`config.mk`:
```
export PLATFORM = sky130hd
export DESIGN_NAME = periph_irq_ctrl
export DESIGN_NICKNAME = d
export VERILOG_FILES = /design/src/logic/periph_irq_pkg.sv /design/src/logic/irq_flag_bank.sv /design/src/logic/periph_irq_ctrl.sv
export VERILOG_INCLUDE_DIRS = /design/src /design/src/logic
export SDC_FILE = /design/constraint.sdc
export NUM_CORES = 1
export LEC_CHECK = 0
export BUFFER_PORTS_ARGS = -buffer_cell sky130_fd_sc_hd__buf_2
export CORE_AREA = 2 2 80 82
export DETAILED_ROUTE_END_ITERATION = 16
export DIE_AREA = 0 0 82 84
export PLACE_DENSITY = 0.67
export SYNTH_ARGS = -nofsm -noshare
export SYNTH_HDL_FRONTEND = slang
export SYNTH_HIERARCHICAL = 1
export SYNTH_SLANG_ARGS = --single-unit
export TNS_END_PERCENT = 10
```
`constraint.sdc`:
```
create_clock -name mclk -period 2.6 [get_ports mclk]
set_input_delay 0 -clock mclk [delete_from_list [all_inputs] [get_ports mclk]]
set_output_delay 0 -clock mclk [all_outputs]
set_load 0.05 [all_outputs]
```
`src/logic/periph_irq_regs.svh`:
```
`ifndef PERIPH_IRQ_REGS_SVH
`define PERIPH_IRQ_REGS_SVH

// ------------------------------------------------------------
// Register offsets on the plain register port
// ------------------------------------------------------------
`define OFS_INTERRUPT_CONTROL 3'h0
`define OFS_ENABLE_ONE        3'h1
`define OFS_ENABLE_TWO        3'h2
`define OFS_REQUEST_ONE       3'h3
`define OFS_IRQ_STATUS        3'h4
`define OFS_IRQ_MASK          3'h5

// ------------------------------------------------------------
// Field positions
// ------------------------------------------------------------
`define BIT_GLOBAL_GATE       7
`define BIT_PERIPH_GATE       6
`define BIT_RX_FLAG           5
`define BIT_TX_FLAG           4
`define BIT_TIMER_TWO_MATCH   1
`define BIT_TIMER_ONE_OVF     0

// ------------------------------------------------------------
// Implemented-bit masks, request one read-only mask and reset value
// ------------------------------------------------------------
`define MASK_CONTROL          8'hC0
`define MASK_ENABLE_TWO       8'hF8
`define MASK_REQ_READ_ONLY    8'h30
`define RST_BYTE              8'h00

`endif

```
`src/logic/periph_irq_pkg.sv`:
```
`default_nettype none

package periph_irq_pkg;

    // State of the request flag bank
    typedef struct packed {
        logic [7:0] flags;
    } flag_state_t;

    // State of the top block
    typedef struct packed {
        logic [7:0] control;
        logic [7:0] enableOne;
        logic [7:0] enableTwo;
        logic [7:0] flagsPrev;
        logic [7:0] status;
        logic [7:0] mask;
        logic [7:0] rdData;
        logic       periphReq;
        logic       irqOut;
    } top_state_t;

endpackage

`default_nettype wire

```
`src/logic/irq_flag_bank.sv`:
```
`include "periph_irq_regs.svh"
`default_nettype none

module irq_flag_bank
    import periph_irq_pkg::*;
(
    input  wire logic       mclk,
    input  wire logic       rst,
    input  wire logic [7:0] setEvt,
    input  wire logic [7:0] followLevel,
    input  wire logic       wrEn,
    input  wire logic [7:0] wrData,
    output logic      [7:0] flags
);

    flag_state_t st_q;
    flag_state_t st_d;

    // Next flags: writable bits take writes, events win over clears
    always_comb begin
        st_d = st_q;
        if (wrEn) begin
            st_d.flags = (st_q.flags & `MASK_REQ_READ_ONLY) | (wrData & ~`MASK_REQ_READ_ONLY);
        end
        st_d.flags = st_d.flags | (setEvt & ~`MASK_REQ_READ_ONLY);
        // Receive and transmit follow their peripheral, software cannot write
        st_d.flags = (st_d.flags & ~`MASK_REQ_READ_ONLY) | (followLevel & `MASK_REQ_READ_ONLY);
    end

    // State register
    always_ff @(posedge mclk) begin
        if (rst) begin
            st_q <= '0;
        end else begin
            st_q <= st_d;
        end
    end

    assign flags = st_q.flags;

    a_set_wins: assert property (@(posedge mclk) disable iff (rst)
        setEvt[`BIT_TIMER_ONE_OVF] && wrEn |=> flags[`BIT_TIMER_ONE_OVF])
        else $error("timer one overflow event lost against a write");

endmodule

`default_nettype wire

```
`src/logic/periph_irq_ctrl.sv`:
```
// What this block does
// No peripheral request without the peripheral gate
// Flags set on events regardless of enables
// Software clears a flag before enabling it
// Enable two: oscillator, comparators, eeprom, collision bits
// Enable two bits 2..0 read zero, ignore writes
// Request one holds eight peripheral pending flags
// Receive/transmit flags read-only, follow peripheral state
// All enables and flags reset to zero
// Enable one pairs bit for bit with flags
// Request when flag and enable, both gates set
//
// The address map and strobed register access were chosen for this implementation.
`include "periph_irq_regs.svh"
`default_nettype none

module periph_irq_ctrl
    import periph_irq_pkg::*;
(
    input  wire logic       mclk,
    input  wire logic       rst,
    // Register port
    input  wire logic [2:0] regAddr,
    input  wire logic [7:0] regWrData,
    input  wire logic       regWrStb,
    input  wire logic       regRdStb,
    output logic      [7:0] regRdData,
    // Peripheral event pulses, request one layout
    input  wire logic [7:0] flagSetEvt,
    // Receive buffer full and transmit buffer empty levels
    input  wire logic       serialRxReady,
    input  wire logic       serialTxReady,
    // Pending flags of the second request register, held outside
    input  wire logic [7:0] pendingTwo,
    // Request to the core and the block interrupt
    output logic            periphIrqReq,
    output logic            irqOut,
    // Enable bits for sources outside
    output logic      [7:0] enableOneOut,
    output logic      [7:0] enableTwoOut
);

    // ------------------------------------------------------------
    // Storage and wiring
    // ------------------------------------------------------------
    top_state_t st_q;
    top_state_t st_d;
    logic [7:0] flagsOne;
    logic [7:0] followLevel;
    logic       wrReqOne;

    // Address match for strobed accesses
    function automatic logic hit(input logic stb, input logic [2:0] a, input logic [2:0] ofs);
        hit = stb && (a == ofs);
    endfunction

    // Any enabled pending source
    function automatic logic anyPending(input logic [7:0] pend, input logic [7:0] en);
        anyPending = |(pend & en);
    endfunction

    // Peripheral state levels land on their flag positions
    always_comb begin
        followLevel                = 8'h00;
        followLevel[`BIT_RX_FLAG]  = serialRxReady;
        followLevel[`BIT_TX_FLAG]  = serialTxReady;
    end

    assign wrReqOne = hit(regWrStb, regAddr, `OFS_REQUEST_ONE);

    // ------------------------------------------------------------
    // Request flag bank
    // ------------------------------------------------------------
    irq_flag_bank u_flags (
        .mclk        (mclk),
        .rst         (rst),
        .setEvt      (flagSetEvt),
        .followLevel (followLevel),
        .wrEn        (wrReqOne),
        .wrData      (regWrData),
        .flags       (flagsOne)
    );

    // ------------------------------------------------------------
    // Next state
    // ------------------------------------------------------------
    always_comb begin
        st_d = st_q;

        // Gate bits of the interrupt control register
        if (hit(regWrStb, regAddr, `OFS_INTERRUPT_CONTROL)) begin
            st_d.control = regWrData & `MASK_CONTROL;
        end

        // Enable one, pairs with the request flags bit for bit
        if (hit(regWrStb, regAddr, `OFS_ENABLE_ONE)) begin
            st_d.enableOne = regWrData;
        end

        // Enable two, low three bits unimplemented
        if (hit(regWrStb, regAddr, `OFS_ENABLE_TWO)) begin
            st_d.enableTwo = regWrData & `MASK_ENABLE_TWO;
        end

        // Mask of the block interrupt
        if (hit(regWrStb, regAddr, `OFS_IRQ_MASK)) begin
            st_d.mask = regWrData;
        end

        // Sticky status: a new pending flag sets, write one clears, set wins
        st_d.flagsPrev = flagsOne;
        if (hit(regWrStb, regAddr, `OFS_IRQ_STATUS)) begin
            st_d.status = st_q.status & ~regWrData;
        end
        st_d.status = st_d.status | (flagsOne & ~st_q.flagsPrev);

        // Read data stands only in the cycle after the strobe
        st_d.rdData = 8'h00;
        if (regRdStb) begin
            unique case (regAddr)
                `OFS_INTERRUPT_CONTROL: st_d.rdData = st_q.control;
                `OFS_ENABLE_ONE:        st_d.rdData = st_q.enableOne;
                `OFS_ENABLE_TWO:        st_d.rdData = st_q.enableTwo & `MASK_ENABLE_TWO;
                `OFS_REQUEST_ONE:       st_d.rdData = flagsOne;
                `OFS_IRQ_STATUS:        st_d.rdData = st_q.status;
                `OFS_IRQ_MASK:          st_d.rdData = st_q.mask;
                default:                st_d.rdData = 8'h00;
            endcase
        end

        // Core request through peripheral gate and global gate
        st_d.periphReq = st_q.control[`BIT_GLOBAL_GATE]
                       && st_q.control[`BIT_PERIPH_GATE]
                       && (anyPending(flagsOne, st_q.enableOne)
                           || anyPending(pendingTwo, st_q.enableTwo));

        // Level interrupt while an unmasked status bit is set
        st_d.irqOut = |(st_q.status & st_q.mask);
    end

    // ------------------------------------------------------------
    // State register
    // ------------------------------------------------------------
    always_ff @(posedge mclk) begin
        if (rst) begin
            st_q <= '0;
        end else begin
            st_q <= st_d;
        end
    end

    // Outputs straight from flops
    assign regRdData    = st_q.rdData;
    assign periphIrqReq = st_q.periphReq;
    assign irqOut       = st_q.irqOut;
    assign enableOneOut = st_q.enableOne;
    assign enableTwoOut = st_q.enableTwo;

    // ------------------------------------------------------------
    // Checks
    // ------------------------------------------------------------
    a_gate_blocks: assert property (@(posedge mclk) disable iff (rst)
        !st_q.control[`BIT_PERIPH_GATE] |=> !periphIrqReq)
        else $error("peripheral request with peripheral gate clear");

    a_flag_sets: assert property (@(posedge mclk) disable iff (rst)
        flagSetEvt[`BIT_TIMER_TWO_MATCH] && st_q.enableOne == 8'h00 |=> flagsOne[`BIT_TIMER_TWO_MATCH])
        else $error("flag not set while source disabled");

    a_en2_layout: assert property (@(posedge mclk) disable iff (rst)
        hit(regWrStb, regAddr, `OFS_ENABLE_TWO) |=> enableTwoOut[7:3] == $past(regWrData[7:3]))
        else $error("enable two upper bits not stored");

    a_en2_low_zero: assert property (@(posedge mclk) disable iff (rst)
        enableTwoOut[2:0] == 3'h0)
        else $error("enable two low bits not zero");

    a_read_flags: assert property (@(posedge mclk) disable iff (rst)
        hit(regRdStb, regAddr, `OFS_REQUEST_ONE) |=> regRdData == $past(flagsOne))
        else $error("request one read mismatch");

    a_ro_follow: assert property (@(posedge mclk) disable iff (rst)
        wrReqOne ##1 1'b1 |-> flagsOne[`BIT_RX_FLAG] == $past(serialRxReady)
                            && flagsOne[`BIT_TX_FLAG] == $past(serialTxReady))
        else $error("read-only flag altered by write");

    a_reset_zero: assert property (@(posedge mclk)
        rst |=> enableOneOut == 8'h00 && enableTwoOut == 8'h00 && flagsOne == 8'h00)
        else $error("state not zero after reset");

    a_pair_bit: assert property (@(posedge mclk) disable iff (rst)
        st_q.control[7:6] == 2'h3 && flagsOne[`BIT_TIMER_ONE_OVF] && st_q.enableOne[`BIT_TIMER_ONE_OVF]
        |=> periphIrqReq)
        else $error("enabled timer one overflow gave no request");

    a_req_cause: assert property (@(posedge mclk) disable iff (rst)
        periphIrqReq |-> $past(st_q.control[`BIT_GLOBAL_GATE])
                      && ($past(anyPending(flagsOne, st_q.enableOne))
                          || $past(anyPending(pendingTwo, st_q.enableTwo))))
        else $error("request without enabled pending source");

    a_irq_level: assert property (@(posedge mclk) disable iff (rst)
        ##1 irqOut == $past(|(st_q.status & st_q.mask)))
        else $error("interrupt output does not follow status and mask");

    a_read_gap: assert property (@(posedge mclk) disable iff (rst)
        !regRdStb |=> regRdData == 8'h00)
        else $error("read data outside its cycle");

endmodule

`default_nettype wire

```
# --- Word level (Yosys, flattened, before mapping) ---
# Index checks and enable logic that the tools add are counted.
word_totals:
  ff_bits: 57
  elab_cells: 44
classes:
  n_eq_ne: 5
  mux: 3
  bitwise: 12
  n_reduce_logical: 14
ops:
  columns: ["op", "n"]
  rows:
  - ["8-bit case mux with 6 select lines", 1]
  - ["8-bit bitwise AND", 5]
  - ["8-bit OR reduction", 3]
  - ["8-bit 2-to-1 mux", 2]
  - ["8-bit inverter", 2]
  - ["8-bit OR", 2]
  - ["1-bit logical AND", 8]
  - ["6-bit by 8-bit OR with 8-bit output", 1]
  - ["8-bit by 6-bit OR with 8-bit output", 1]
  - ["3-bit by 2-bit equality test with 1-bit output, second input constant", 2]
  - ["3-bit equality test, second input constant", 2]
  - ["3-bit by 1-bit equality test with 1-bit output, second input constant", 1]
  - ["3-bit logical NOT", 1]
  - ["2-bit OR reduction", 1]
  - ["1-bit logical OR", 1]
  - ["1-bit inverter", 1]

# --- Logic depth before layout (Yosys ltp) ---
logic_depth:
  ltp_word: 5
  mapped_depth: 7
  ltp_nobuf: 4

# --- Cells and area by module ---
# Netlist, hierarchy kept.
modules_own_cells:
  columns: ["module", "n_inst", "cells_each", "area_each_um2"]
  rows:
  - ["periph_irq_ctrl", 1, 243, 2342.2]
  - ["irq_flag_bank", 1, 29, 296.5]

# --- Worst setup path after synthesis ---
# OpenSTA, ideal clock, no wires.
synth_timing:
  path_type: "in2reg"
  from: "input regAddr[1]"
  to: "register u_flags.st_q, in the netlist u_flags/flags[0]"
  arrival_ns: 0.969
  setup_slack_ns: 1.513
  cell_stages: 7
  path_buffers: 3
  cell_sequence: "buf_6 buf_4 and3b_1 and2_1 buf_6 mux2i_1 a21oi_1"
synth_between:
  elab_chain_len: 5
synth_rtl:
  columns: ["element", "line", "source"]
  rows:
  - ["start, declared", "periph_irq_ctrl.sv:23", "input wire logic [2:0] regAddr,"]
  - ["3-bit by 2-bit equality test with 1-bit output", "periph_irq_ctrl.sv:54", "hit = stb && (a == ofs);"]
  - ["1-bit logical AND", "periph_irq_ctrl.sv:54", null]
  - ["net wrReqOne", "periph_irq_ctrl.sv:50", "logic wrReqOne;"]
  - ["8-bit 2-to-1 mux", "irq_flag_bank.sv:22", "if (wrEn) begin"]
  - ["8-bit OR", "irq_flag_bank.sv:25", "st_d.flags = st_d.flags | (setEvt & ~`MASK_REQ_READ_ONLY);"]
  - ["8-bit by 6-bit OR with 8-bit output", "irq_flag_bank.sv:27", "st_d.flags = (st_d.flags & ~`MASK_REQ_READ_ONLY) | (followLevel & `MASK_REQ_READ_ONLY);"]
  - ["end signal, assigned", "irq_flag_bank.sv:35", "st_q <= st_d;"]
  - ["end, declared", "irq_flag_bank.sv:16", "flag_state_t st_q;"]
# The timed path passes the listed nets, and every way through them passes these cells.
# A chain may end at the register's enable or synchronous reset.

# --- Worst setup path in the final report ---
layout_timing:
  from: "input regAddr[0]"
  to: "register u_flags.st_q, in the netlist u_flags/flags[1]"
# Same word-level chain as after synthesis.

==> impl_results.md <==
- Status: finished clean
- Post CTS Setup Buffer Count: 0
- RSZ-0062 raised after global routing: false
- Hold path start: rst
- Final period util: 69.6%
- Initial antenna violation count: 0
- Num Clock Sinks: 57
- CTS tree: done
- WL per Instance: 15.1 um
- Area delta synth->final: 15.2%
- FF-to-FF End: u_flags/flags[1]$_SDFF_PP0_
- Number of global-route vias before repair: 1935
- Maxcap violations: 0
- Hold path depth: 3
- PD cells: between 500 and 600 nW/um^2
- Die X: 82 um
- CTS H-tree lvls: 3
- CTS buffer count: 9
- Min cycle time layout: 1.81 ns
- Share of the synthesized area in the top cell type: approximately 43%
- Initial DRC count: 179
- P_leak: 1.26 nW
- Hold Crit Class: input pin to flop
- Cell area after synthesis: 2640 um^2
- Reg2reg start: u_flags/flags[1]$_SDFF_PP0_
- Fill cells: about 600
- Post-synth top flop: dfxtp_1
- First-pass GRT wire length: 9490 um
- Core area: 6100 um^2
- Worst Setup Start Kind: input pin
- Via/cell ratio: slightly above 5
- Layout cells sized above 1: 23.1%
- Die area: between 6000 and 7000 um^2
- Core Rows: 29
- Post-route setup slack: 0.789 ns
- Hold-fix buffers, CTS: 18
- Mapped Cells: between 200 and 300
- YS warnings: 6
- Final setup violation count: 0
- Total Power: 0.00179 W
- Fin Setup TNS: 0 ns
- GRT overflow: 0
- Worst-path maximum fanout: 22
- Clk buf depth: 2
- Clock-pin transition on the worst setup and hold timing paths: 0.06 ns
- Clock Latency Late Sink: 0.33 ns
- Root buf cell: clkbuf_8
- Worst endpoint required time: around 2.8 ns
- WP data arrival: 2.03 ns
- Ys async rst share: 0%
- Worst Hold End: regRdData[6]$_SDFF_PP0_
- Routed Antenna Nets: 0
- Reg2Reg Setup Slack: 1.33 ns
- Vias: 2019
- All-Layer GR Usage: about a fifth
- Synth area leader: dfxtp_1
- Detailed Place HPWL: ~4000 um
- Synth top area cells: dfxtp_1 (43%), mux2i_1 (10%), buf_4 (7.4%)
- Post-synth EDFFs: 0
- Post-CTS resize count: 0
- Die Y: 84 um
- Antenna Diode Count: 0
- VDD IR-drop max: 244 uV
- Worst setup EP type: flop
- Post-synthesis register bit count: 57
- Pre-Repair DR Iteration Count: 4
- Nets@finish: 350
- # port buffers: 50
- WS Path Type: input pin to flop
- Slew Viols, Final: 0
- Mean cell area of the mapped netlist: 9.70 um^2
- Netlist cell types: 35
- Drt drc: 0
- FMAX: 552 MHz
- Clk_skew: 0.00562 ns
- Total wire length: approximately 6000 um
- Pin count of the biggest net entering global routing: 50
- IO Pins: 59
- Seq/Total Area, Yosys: 43.2%
- Setup Slack @ Placement: 1.01 ns
- Final count of hold timing violations: 0
- R2r worst-path depth: 3
- Routability congestion estimate: 0.828
- Initial Util: 43.3%
[kinds of logic (layout without fill, tap and decap cells)]
group           count (synthesis)  in the layout  synth area share (%)
simple gates                   71             71                  16.1
compound gates                 57             57                  13.5
flops                          57             57                  43.2
buf+inv                        52             98                  12.9
mux                            34             34                  14.1
other cells                     1              3                 0.142
[sequential cells by signal, summed over array words and instances, names as in the netlist]
register       cells
regRdData          8
irqOut             1
enableTwoOut       5
u_flags/flags      8
periphIrqReq       1
st_q              26
enableOneOut       8
[cell usage in the layout (no fill, tap or decap), drive strengths merged]
cell	instances
and2b	1
o22a	3
nand4b	1
and2	1
a222oi	1
or2b	1
nor2	21
and3	2
nor3b	1
a22oi	14
dlygate4sd3	18
clkinv	1
a41oi	1
nor4b	1
and4b	1
a21o	1
mux4	2
clkbuf	13
dfxtp	57
conb	3
nand2	17
a21oi	25
mux2i	27
nor2b	10
buf	51
a211oi	1
nand2b	10
and4bb	2
o21ai	8
mux2	5
and3b	1
inv	15
nand4bb	1
a32oi	3
[layer usage]
layer / vias up / part of all wire, % / global-route usage [%]
li1: 1004 / - / -
met1: 946 / 44 / 23.7
met2: 57 / 48 / 28.7
met3: 12 / 5.4 / 5.09
met4: 0 / 1.7 / 9.70
met5: - / 0 / 0
[final cells by class]
class	count	area [um^2]	area share [%]
Clock buffer	13	139	4.57
Clock inverter	1	5.00	0.165
Inverter	15	56.3	1.85
Multi-Input combinational cell	165	1160	38.3
Sequential cell	57	1140	37.5
Tap cell	77	96.3	3.17
Timing Repair Buffer	69	438	14.4
[Yosys cell counts (2+ instances only)]
| cell type | n |
|---|---|
| a32oi_1 | 3 |
| mux2i_1 | 27 |
| a21oi_1 | 25 |
| and3_1 | 2 |
| mux2_2 | 5 |
| and4bb_2 | 2 |
| nor2b_1 | 10 |
| o22a_1 | 3 |
| dfxtp_1 | 57 |
| a22oi_1 | 14 |
| nand2b_1 | 10 |
| buf_4 | 26 |
| o21ai_0 | 8 |
| clkbuf_1 | 4 |
| buf_6 | 5 |
| inv_1 | 15 |
| nor2_1 | 21 |
| nand2_1 | 17 |
| mux4_2 | 2 |
[power by group]
| group | internal [W] | total [W] | switching, W |
|---|---|---|---|
| Clock | 0.000334 | 0.000645 | 0.000310 |
| Combinational | 0.0000923 | 0.000213 | 0.000120 |
| Sequential | 0.000909 | 0.000937 | 0.0000283 |
| Total | 0.00134 | 0.00179 | 0.000459 |
[stage by stage]
step                      utilization [%]  instances  hold WS, ns  area [um^2]
after global routing                 49.9        397       0.0299         3040
final                                49.9        397       0.0250         3040
after CTS                            49.9        397       0.0199         3040
after detailed placement             44.5        365        0.226         2720
after global placement               44.5        365        0.213         2720
after floorplan                         -        274       0.0691         2650
[critical path: stages]
cell           delay (ns)
buf_2                0.40
and3b_1              0.29
and2_1               0.45
mux2i_1              0.23
a21oi_1              0.08
dlygate4sd3_1        0.58
[how the worst max path moves through the flow]
stage                     from                          end  slack (ns)  cells after the start
finish              regAddr[0]  u_flags/flags[1]$_SDFF_PP0_        0.79                      6
global placement    regAddr[0]  u_flags/flags[7]$_SDFF_PP0_        1.03                      5
detailed placement  regAddr[0]  u_flags/flags[2]$_SDFF_PP0_        1.01                      5
CTS                 regAddr[0]  u_flags/flags[1]$_SDFF_PP0_        0.85                      6
floorplan           regAddr[1]  u_flags/flags[0]$_SDFF_PP0_        1.51                      7
global route        regAddr[0]  u_flags/flags[1]$_SDFF_PP0_        0.66                      6
No activity file was read; power rests on OpenSTA's default activity.
